==> src/verilog/gcs_pkg.sv <==
// package for the graphics config status and class registers
package gcs_pkg;
   // ==========================================================
   // register offsets (byte offsets in configuration space)
   localparam logic [7:0]  STATUS_OFFSET      = 8'h06;
   localparam logic [7:0]  REVISION_OFFSET    = 8'h08;
   localparam logic [7:0]  CLASS_OFFSET       = 8'h09;
   // ==========================================================
   // status word fields
   localparam int          STS_ERR_HI_POS     = 15;
   localparam int          STS_ERR_LO_POS     = 11;
   localparam int          STS_TIMING_HI_POS  = 10;
   localparam int          STS_TIMING_LO_POS  = 9;
   localparam int          STS_MPERR_POS      = 8;
   localparam int          STS_B2B_POS        = 7;
   localparam int          STS_UDF_POS        = 6;
   localparam int          STS_HS_POS         = 5;
   localparam int          STS_CAP_POS        = 4;
   localparam int          STS_INT_POS        = 3;
   localparam logic [15:0] STATUS_RESET       = 16'h0090;
   // ==========================================================
   // class code fields
   localparam logic [7:0]  BASE_CLASS_DISPLAY = 8'h03;
   localparam logic [7:0]  SUB_CLASS_VGA      = 8'h00;
   localparam logic [7:0]  SUB_CLASS_NON_VGA  = 8'h80;
   localparam logic [7:0]  PROG_IF_DISPLAY    = 8'h00;
   localparam logic [23:0] CLASS_RESET        = 24'h030000;
   localparam int          GCW_SEL_POS        = 1;
   // arbitrary revision value
   localparam logic [7:0]  REVISION_DEFAULT   = 8'h01;

   typedef struct packed {
      logic       valid;
      logic [7:0] offset;
   } gcs_req_type;

   typedef struct packed {
      logic        valid;
      logic [31:0] data;
   } gcs_rsp_type;
endpackage : gcs_pkg

==> src/verilog/gcs_class_sel.sv <==
// class code assembly from the graphics control strap
`timescale 1ns/1ps
module gcs_class_sel (
   input  wire logic        non_vga_in,
   output logic      [23:0] class_code_out
);
   wire logic [7:0] sub_class_field;

   assign sub_class_field = non_vga_in ? gcs_pkg::SUB_CLASS_NON_VGA
                                       : gcs_pkg::SUB_CLASS_VGA;
   assign class_code_out  = {gcs_pkg::BASE_CLASS_DISPLAY, sub_class_field,
                             gcs_pkg::PROG_IF_DISPLAY};
endmodule : gcs_class_sel

==> src/verilog/gcs_regs.sv <==
// read-only status, revision and class code registers of the graphics function
// Notes on behaviour
// - status bits 15..11 always read zero and ignore writes.
// - the select timing field in bits 10:9 is fixed at zero.
// - status bit 8 reads zero as no parity checking is done.
// - status bit 7 reads one to advertise back-to-back acceptance.
// - status bits 6 and 5 are constant zero.
// - status bit 4 reads one as a capability list exists at 34h.
// - status bit 3 mirrors pending interrupt; the line asserts only if not disabled.
// - the interrupt disable bit masks only the line and its assert message, never the status bit.
// - the status word is 16 bits, read-only, reset image 0090h.
// - an 8-bit read-only revision number, shared by functions 0 and 1.
// - class code has base class 03h and programming interface 00h.
// - the subclass byte is 00h or 80h by graphics control bit 1.
// - with interrupts disabled no interrupt line or assert message is sent.
`timescale 1ns/1ps
module gcs_regs #(
   parameter logic [7:0] REVISION = gcs_pkg::REVISION_DEFAULT
) (
   input  wire logic                 clock_in,
   input  wire logic                 arst_n_in,
   input  wire gcs_pkg::gcs_req_type cfg_req_in,
   input  wire logic                 int_pending_in,
   input  wire logic                 int_disable_in,
   input  wire logic [15:0]          graphics_control_word_in,
   output gcs_pkg::gcs_rsp_type      cfg_rsp_out,
   output logic                      int_line_out,
   output logic                      int_assert_msg_out,
   output logic                      int_deassert_msg_out
);
   // ==========================================================
   // state
   logic                 int_status_ff;
   logic                 line_ff;
   logic                 msg_state_ff;
   logic                 assert_msg_ff;
   logic                 deassert_msg_ff;
   logic [23:0]          class_ff;
   gcs_pkg::gcs_rsp_type rsp_ff;

   wire logic [15:0] status_word;
   wire logic        detected_parity_error;
   wire logic        signaled_system_error;
   wire logic        received_master_abort;
   wire logic        received_target_abort;
   wire logic        signaled_target_abort;
   wire logic [1:0]  select_timing_field;
   wire logic        master_parity_error_flag;
   wire logic        back_to_back_capable;
   wire logic        user_format_flag;
   wire logic        high_speed_capable;
   wire logic        capabilities_present;
   wire logic [2:0]  reserved_status;
   wire logic [23:0] class_code;
   wire logic [31:0] rd_data;
   wire logic        nxt_line;
   wire logic        hit_status;
   wire logic        hit_rev;

   // ==========================================================
   // decode
   gcs_class_sel u_class_sel (
      .non_vga_in     (graphics_control_word_in[gcs_pkg::GCW_SEL_POS]),
      .class_code_out (class_code)
   );

   // ==========================================================
   // status word assembly
   function automatic logic offset_hit(input logic [7:0] offset, input logic [7:0] target);
      return offset == target;
   endfunction : offset_hit

   // hardwired flags: no parity, no aborts, no system error reporting
   assign detected_parity_error    = 1'b0;
   assign signaled_system_error    = 1'b0;
   assign received_master_abort    = 1'b0;
   assign received_target_abort    = 1'b0;
   assign signaled_target_abort    = 1'b0;
   assign select_timing_field      = 2'h0;
   assign master_parity_error_flag = 1'b0;
   assign back_to_back_capable     = 1'b1;
   assign user_format_flag         = 1'b0;
   assign high_speed_capable       = 1'b0;
   assign capabilities_present     = 1'b1;
   assign reserved_status          = 3'h0;
   // only the interrupt status bit is live
   assign status_word = {detected_parity_error, signaled_system_error, received_master_abort,
                         received_target_abort, signaled_target_abort, select_timing_field,
                         master_parity_error_flag, back_to_back_capable, user_format_flag,
                         high_speed_capable, capabilities_present,
                         int_status_ff,
                         reserved_status};
   assign hit_status  = offset_hit(cfg_req_in.offset, gcs_pkg::STATUS_OFFSET);
   assign hit_rev     = offset_hit(cfg_req_in.offset, gcs_pkg::REVISION_OFFSET);
   // dword read at 08h returns revision in the low byte, class above
   assign rd_data     = hit_status ? {status_word, 16'h0000}
                      : hit_rev ? {class_ff, REVISION}
                      : 32'h0000_0000;
   assign nxt_line    = int_status_ff & ~int_disable_in;

   // ==========================================================
   // registers
   always_ff @(posedge clock_in or negedge arst_n_in) begin
      if (!arst_n_in) begin
         int_status_ff   <= 1'b0;
         line_ff         <= 1'b0;
         msg_state_ff    <= 1'b0;
         assert_msg_ff   <= 1'b0;
         deassert_msg_ff <= 1'b0;
         class_ff        <= gcs_pkg::CLASS_RESET;
         rsp_ff          <= '0;
      end else begin
         int_status_ff   <= int_pending_in;
         line_ff         <= nxt_line;
         // message edges are taken against the line's last value
         msg_state_ff    <= nxt_line;
         assert_msg_ff   <= nxt_line & ~msg_state_ff;
         deassert_msg_ff <= ~nxt_line & msg_state_ff;
         class_ff        <= class_code;
         rsp_ff.valid    <= cfg_req_in.valid;
         rsp_ff.data     <= cfg_req_in.valid ? rd_data : 32'h0000_0000;
      end
   end

   assign cfg_rsp_out          = rsp_ff;
   assign int_line_out         = line_ff;
   assign int_assert_msg_out   = assert_msg_ff;
   assign int_deassert_msg_out = deassert_msg_ff;

   // ==========================================================
   // assertions
   a_status_fixed: assert property (@(posedge clock_in) disable iff (!arst_n_in)
      (status_word & 16'hFFF7) == gcs_pkg::STATUS_RESET)
      else $error("status fixed bits wrong");
   a_status_read: assert property (@(posedge clock_in) disable iff (!arst_n_in)
      cfg_req_in.valid && hit_status |=> rsp_ff.valid && rsp_ff.data[31:27] == 5'h00
      && rsp_ff.data[26:25] == 2'h0 && rsp_ff.data[23] && rsp_ff.data[20])
      else $error("status read image wrong");
   a_reserved_zero: assert property (@(posedge clock_in) disable iff (!arst_n_in)
      cfg_req_in.valid && hit_status |=> rsp_ff.data[18:16] == 3'h0
      && rsp_ff.data[24] == 1'b0 && rsp_ff.data[22:21] == 2'h0)
      else $error("reserved status bits not zero");
   a_int_mirror: assert property (@(posedge clock_in) disable iff (!arst_n_in)
      ##1 int_status_ff == $past(int_pending_in))
      else $error("interrupt status not tracking");
   a_line_gated: assert property (@(posedge clock_in) disable iff (!arst_n_in)
      int_line_out |-> $past(int_status_ff) && !$past(int_disable_in))
      else $error("interrupt line asserted without cause");
   a_no_msg_dis: assert property (@(posedge clock_in) disable iff (!arst_n_in)
      int_disable_in |=> !int_assert_msg_out)
      else $error("assert message while disabled");
   a_rev_value: assert property (@(posedge clock_in) disable iff (!arst_n_in)
      cfg_req_in.valid && hit_rev |=> rsp_ff.data[7:0] == REVISION)
      else $error("revision value wrong");
   a_class_base: assert property (@(posedge clock_in) disable iff (!arst_n_in)
      class_ff[23:16] == 8'h03 && class_ff[7:0] == 8'h00)
      else $error("class base or interface wrong");
   a_subclass_sel: assert property (@(posedge clock_in) disable iff (!arst_n_in)
      graphics_control_word_in[1] ##1 graphics_control_word_in[1] |-> class_ff[15:8] == 8'h80)
      else $error("subclass not following strap");
   a_subclass_vga: assert property (@(posedge clock_in) disable iff (!arst_n_in)
      !graphics_control_word_in[gcs_pkg::GCW_SEL_POS] ##1
      !graphics_control_word_in[gcs_pkg::GCW_SEL_POS]
      |-> class_ff[15:8] == gcs_pkg::SUB_CLASS_VGA)
      else $error("subclass not VGA compatible");

   // ==========================================================
   // response timing and image
   a_rsp_taken: assert property (@(posedge clock_in) disable iff (!arst_n_in)
      cfg_req_in.valid |=> cfg_rsp_out.valid)
      else $error("read not answered one cycle later");
   a_rsp_idle: assert property (@(posedge clock_in) disable iff (!arst_n_in)
      !cfg_req_in.valid |=> !cfg_rsp_out.valid && cfg_rsp_out.data == 32'h0000_0000)
      else $error("response not idle without request");
   a_status_image: assert property (@(posedge clock_in) disable iff (!arst_n_in)
      cfg_req_in.valid && hit_status |=> cfg_rsp_out.data[15:0] == 16'h0000
      && (cfg_rsp_out.data[31:16] & 16'hFFF7) == gcs_pkg::STATUS_RESET)
      else $error("status word image wrong");
   a_int_read: assert property (@(posedge clock_in) disable iff (!arst_n_in)
      cfg_req_in.valid && hit_status |=> cfg_rsp_out.data[19] == $past(int_status_ff))
      else $error("interrupt status not read back");
   a_class_read: assert property (@(posedge clock_in) disable iff (!arst_n_in)
      cfg_req_in.valid && hit_rev |=> cfg_rsp_out.data[31:24] == gcs_pkg::BASE_CLASS_DISPLAY
      && cfg_rsp_out.data[15:8] == gcs_pkg::PROG_IF_DISPLAY)
      else $error("class code read wrong");
   a_sub_read: assert property (@(posedge clock_in) disable iff (!arst_n_in)
      cfg_req_in.valid && hit_rev |=> cfg_rsp_out.data[23:16] == $past(class_ff[15:8]))
      else $error("subclass read wrong");
   a_unmapped_zero: assert property (@(posedge clock_in) disable iff (!arst_n_in)
      cfg_req_in.valid && !hit_status && !hit_rev |=> cfg_rsp_out.data == 32'h0000_0000)
      else $error("unmapped offset not zero");

   // ==========================================================
   // interrupt line and messages
   a_int_pass: assert property (@(posedge clock_in) disable iff (!arst_n_in)
      int_disable_in |=> int_status_ff == $past(int_pending_in))
      else $error("interrupt status masked by disable");
   a_line_follow: assert property (@(posedge clock_in) disable iff (!arst_n_in)
      int_status_ff && !int_disable_in |=> int_line_out)
      else $error("interrupt line not asserted");
   a_line_clear: assert property (@(posedge clock_in) disable iff (!arst_n_in)
      !int_status_ff |=> !int_line_out)
      else $error("interrupt line without pending state");
   a_line_masked: assert property (@(posedge clock_in) disable iff (!arst_n_in)
      int_disable_in |=> !int_line_out)
      else $error("interrupt line asserted while disabled");
   a_assert_edge: assert property (@(posedge clock_in) disable iff (!arst_n_in)
      int_assert_msg_out |-> int_line_out && !$past(int_line_out))
      else $error("assert message not on line rise");
   a_deassert_edge: assert property (@(posedge clock_in) disable iff (!arst_n_in)
      int_deassert_msg_out |-> !int_line_out && $past(int_line_out))
      else $error("deassert message not on line fall");
   a_msg_exclusive: assert property (@(posedge clock_in) disable iff (!arst_n_in)
      !(int_assert_msg_out && int_deassert_msg_out))
      else $error("both interrupt messages at once");

   // ==========================================================
   // covers
   c_status_read: cover property (@(posedge clock_in) cfg_req_in.valid && hit_status);
   c_rev_read:    cover property (@(posedge clock_in) cfg_req_in.valid && hit_rev);
   c_int_line:    cover property (@(posedge clock_in)
      int_assert_msg_out ##[1:20] int_deassert_msg_out);
   c_masked:      cover property (@(posedge clock_in) int_status_ff && int_disable_in);
   c_non_vga:     cover property (@(posedge clock_in) class_ff[15:8] == 8'h80);
endmodule : gcs_regs

==> config.mk <==
export PLATFORM = sky130hd
export DESIGN_NAME = gcs_regs
export DESIGN_NICKNAME = d
export VERILOG_FILES = /design/src/verilog/gcs_pkg.sv /design/src/verilog/gcs_class_sel.sv /design/src/verilog/gcs_regs.sv
export SDC_FILE = /design/constraint.sdc
export NUM_CORES = 1
export LEC_CHECK = 0
export BUFFER_PORTS_ARGS = -buffer_cell sky130_fd_sc_hd__buf_4
export CORE_UTILIZATION = 31
export CTS_CLUSTER_DIAMETER = 50
export DETAILED_ROUTE_END_ITERATION = 16
export PLACE_DENSITY = 0.75
export SYNTH_ARGS = -nofsm -noshare
export SYNTH_HDL_FRONTEND = slang
export SYNTH_SLANG_ARGS = --single-unit
export TNS_END_PERCENT = 20
==> constraint.sdc <==
create_clock -name clock_in -period 2.01 [get_ports clock_in]
set_input_delay 0.3015 -clock clock_in [delete_from_list [all_inputs] [get_ports clock_in]]
set_output_delay 0.3015 -clock clock_in [all_outputs]
set_load 0.05 [all_outputs]
After elaboration in Yosys (flattened, before gate mapping):

Cells that the tools add are included.

* $add $sub $neg: 0
* multiply operators: 0
* div/mod/pow operators: 0
* magnitude comparators: 0
* eq/ne operators: 2
* shifts and indexed selects: 0
* multiplexer cells: 4
* bitwise logic cells: 6
* reductions and logical operators: 0

Operators with widths (number)
* $mux W26: 3
* $eq A8 B3 Y1 const B: 1
* $eq A8 B4 Y1 const B: 1
* $mux W8: 1
* $and A1 B1 Y1: 3
* $not A1 Y1: 3

* register bits: 45
* latch bits: 0
* memory bits (writable): 0
* ROM bits: 0
* input port bits: 29
* output and inout port bits: 36
* word-level logic and storage cells: 19
* memories: 0

Logic depth before layout (Yosys ltp):

* depth after elaboration: 4
* depth in mapped cells: 2
* depth with buffers taken out: 2

By module:

A second synthesis with hierarchy kept.

* cells, all modules: 156
* area total of the unflattened synthesis: 2174.6 um^2

By module, submodules not included
* gcs_regs: instances 1, cells each 130, area each 1986.9 um^2, seq. area each 1353.8 um^2
* gcs_class_sel: instances 1, cells each 26, area each 187.7 um^2, seq. area each 0.0 um^2

Worst setup path after synthesis:

No wires, ideal clock.

* kind: register -> output
* start: reg rsp_ff, in the netlist cfg_rsp_out[24]
* end: out cfg_rsp_out[24] (netlist name)
* arrival: 905 ps
* required time: 1709 ps
* slack: 804 ps
* stages on the path, launching flop included: 2
* buffers on the path: 1
* path through: dfrtp_1 buf_4

RTL lines
* start: declaration: RTL line gcs_regs.sv:39 `gcs_pkg::gcs_rsp_type rsp_ff;`
* end: declaration: RTL line gcs_regs.sv:26 `output gcs_pkg::gcs_rsp_type cfg_rsp_out,`

No word-level cell between the ends.

==> results.ini <==
[global_routing]
grt_start_max_net_pins = 11
grt.total_usage_pct = 7.757
grt.overflow.total = 0
grt_pass1_vias = 284
antenna_found_initial = 0
grt_pass1_wl_um = 1117

[hold_path]
hp-class = in -> reg
holdPathEnd = int_status_ff
min_from = int_pending_in
hold_depth = 1

[critical_path]
crit_arrival_ns = 0.84
critical_path_class = reg -> out
start_kind = register
critPathBufInv = 1
cpPeakStageDelay_ns = 0.39
required_ns = 1.71
rr_endpoint = cfg_rsp_out[23]
path_delay_family = flip-flops
r2r-start = class_ff[15]
reg2reg_depth = 2
r2r_slack_ns = 1.24
path_max_fanout = 3
cp-end-kind = primary output
critPathSlowestCell = dfrtp_1
crit_chain = buf_4

[final_layout]
fin_nets = 108
stdcell_area_um2 = 688.2
antenna_cells = 0
fill_cells = 194
final_layout_size_suffix_gt1_share_pct = 37.66
syn_to_final_growth_pct = 21.15

[cts]
hold_buffers = 1
cts_tree = done
cts_buffer_depth = 2
cts_max_level = 1
clock_sinks = 10
clkSlewWorstSetupHoldPaths_ns = 0.06
clkLatencyLatePin_ns = 0.25
numCtsBuffers = 3
cts_resized = 0
post_cts_buffers = 0
cts_root_buffer = clkbuf_4

[yosys]
synth_flop_cell = dfrtp_1
muxShareOfSynthArea_pct = 0
yosys-top-cells-area = dfrtp_1, buf_4, nor4_2
synth_warnings = 0
async_reset_ff_share_pct = 100.0
synth_xor_area_share_pct = 0
synthesis.area_um2 = 568.0
synth_common_cells = buf_4, dfrtp_1, nand2b_1
synth_cells = 53
synth_edf_count = 0
synth_top_family_by_area = buffers and inverters
yosys.area.top_type_share_pct = 44.05
synth-compound-area-share_pct = 1.322
synthSimpleGateAreaFrac_pct = 15.64
synthAdderAreaFrac_pct = 0
synth.most_common_cell = buf_4
yosysTopAreaCell = dfrtp_1
ys_seq_elements = 10
syn_area_per_cell_um2 = 10.72
yosysSeqAreaShare_pct = 44.05
synth.distinct_cells = 13

[sta]
rsz0062_at_grt = false
hold_violations = 0
post-route-period-util_pct = 56.64
setup_tns_ns = 0
skew_ns = 0.001188
finalMaxSlewViolations = 0
period_minus_slack_ns = 1.138
setup_violations = 0
post-route-worst-setup-slack_ns = 0.8715
fmax_mhz = 878.3

[drt]
drt_iter0_markers = 0
finalWirelength_um = 767
drc = 0
ant_nets = 0
avgRoutedWirePerCell_um = 7.520
via_count = 342
first_pass_iters = 1
via_per_inst = 3.353

[die]
fp.dieArea_mm2 = 0.002007
initial_core_util_pct = 32.90
core_mm2 = 0.001727
num_rows = 15
ioPinCount = 65
die_w_um = 44.81
die_y_um = 44.81

[place]
gp_congestion = 0.6057
numPortBuffers = 23
place_ws_ns = 0.6991
place_hpwl_um = 663.3
dpl-instance-area_um2 = 655.6

[power]
pwr_density_cell_mw_per_mm2 = 728.4
p_leak_nw = 0.3800
ir_drop_mv = 0.2922

[flow_run]
maxCapViolCount = 0

[run_status]
status = completed

-- how the worst max path moves through the flow --
stage,startpoint,endpoint,depth (start not counted)
5_1_grt,msg_state_ff,int_line_out,1
3_3_place_gp,cfg_req_in[5],cfg_rsp_out[19],3
3_5_place_dp,cfg_req_in[5],cfg_rsp_out[24],3
2_1_floorplan,cfg_rsp_out[24],cfg_rsp_out[24],1
6_report,cfg_rsp_out[24],cfg_rsp_out[25],1
4_1_cts,cfg_rsp_out[24],cfg_rsp_out[25],1
-- placed cells by master, fill, tap and decap left out, drive strengths merged --
cell         Yosys  routed
or4              1       1
buf             28      23
and2             1       1
dlygate4sd3      0       1
nand3b           1       1
a211oi           1       1
nor4             2       2
conb             1      26
nand4bb          1       1
inv              2       2
nand2b           3       3
clkbuf           0       3
nor3             1       1
nor2             1       1
dfrtp           10      10
-- cell type report --
type	count	area, um^2	area share (%)
repair buffers	24	182.7	26.55
multi-input cells	38	193.9	28.18
well taps	25	31.28	4.545
flip-flops and latches	10	250.2	36.36
inverters	2	7.507	1.091
clock buffers	3	22.52	3.273
-- cells by family (layout without fill, tap and decap cells) --
group	after synthesis	in the layout
DFF	10	10
and+or+nand+nor	11	11
AOI/OAI and AO/OA	1	1
buffers and inverters	30	29
other	1	26
-- registers in the layout (all words and copies together) (netlist names) --
name / flops
cfg_rsp_out: 5
msg_state_ff: 1
int_deassert_msg_out: 1
int_assert_msg_out: 1
class_ff: 1
int_status_ff: 1
-- routing by layer --
metal / GRT usage [%] / vias up / routed length, um
li1: - / 164 / -
met1: 8.838 / 157 / 250
met2: 13.24 / 21 / 441
met3: 2.400 / 0 / 75
met4: 3.636 / 0 / 0
met5: 0 / - / 0
-- stage by stage --
stage,utilization [%],cells,hold WS [ns],power (mW)
final,39.86,102,0.1546,0.5012
after floorplan,-,78,0.005909,0.3831
after detailed placement,37.97,98,0.1349,0.3762
after global placement,37.97,98,0.1348,0.3751
after CTS,39.86,102,0.1465,0.5092
after global routing,39.86,102,0.1442,0.5292
-- where the power goes --
part / leakage [nW] / total, mW / internal (mW) / switching [mW]
combinational: 0.236 / 0.164 / 0.0275 / 0.136
sequential: 0.130 / 0.210 / 0.208 / 0.00239
clock: 0.0138 / 0.128 / 0.0687 / 0.0589
No activity file was read; power rests on OpenSTA's default activity.
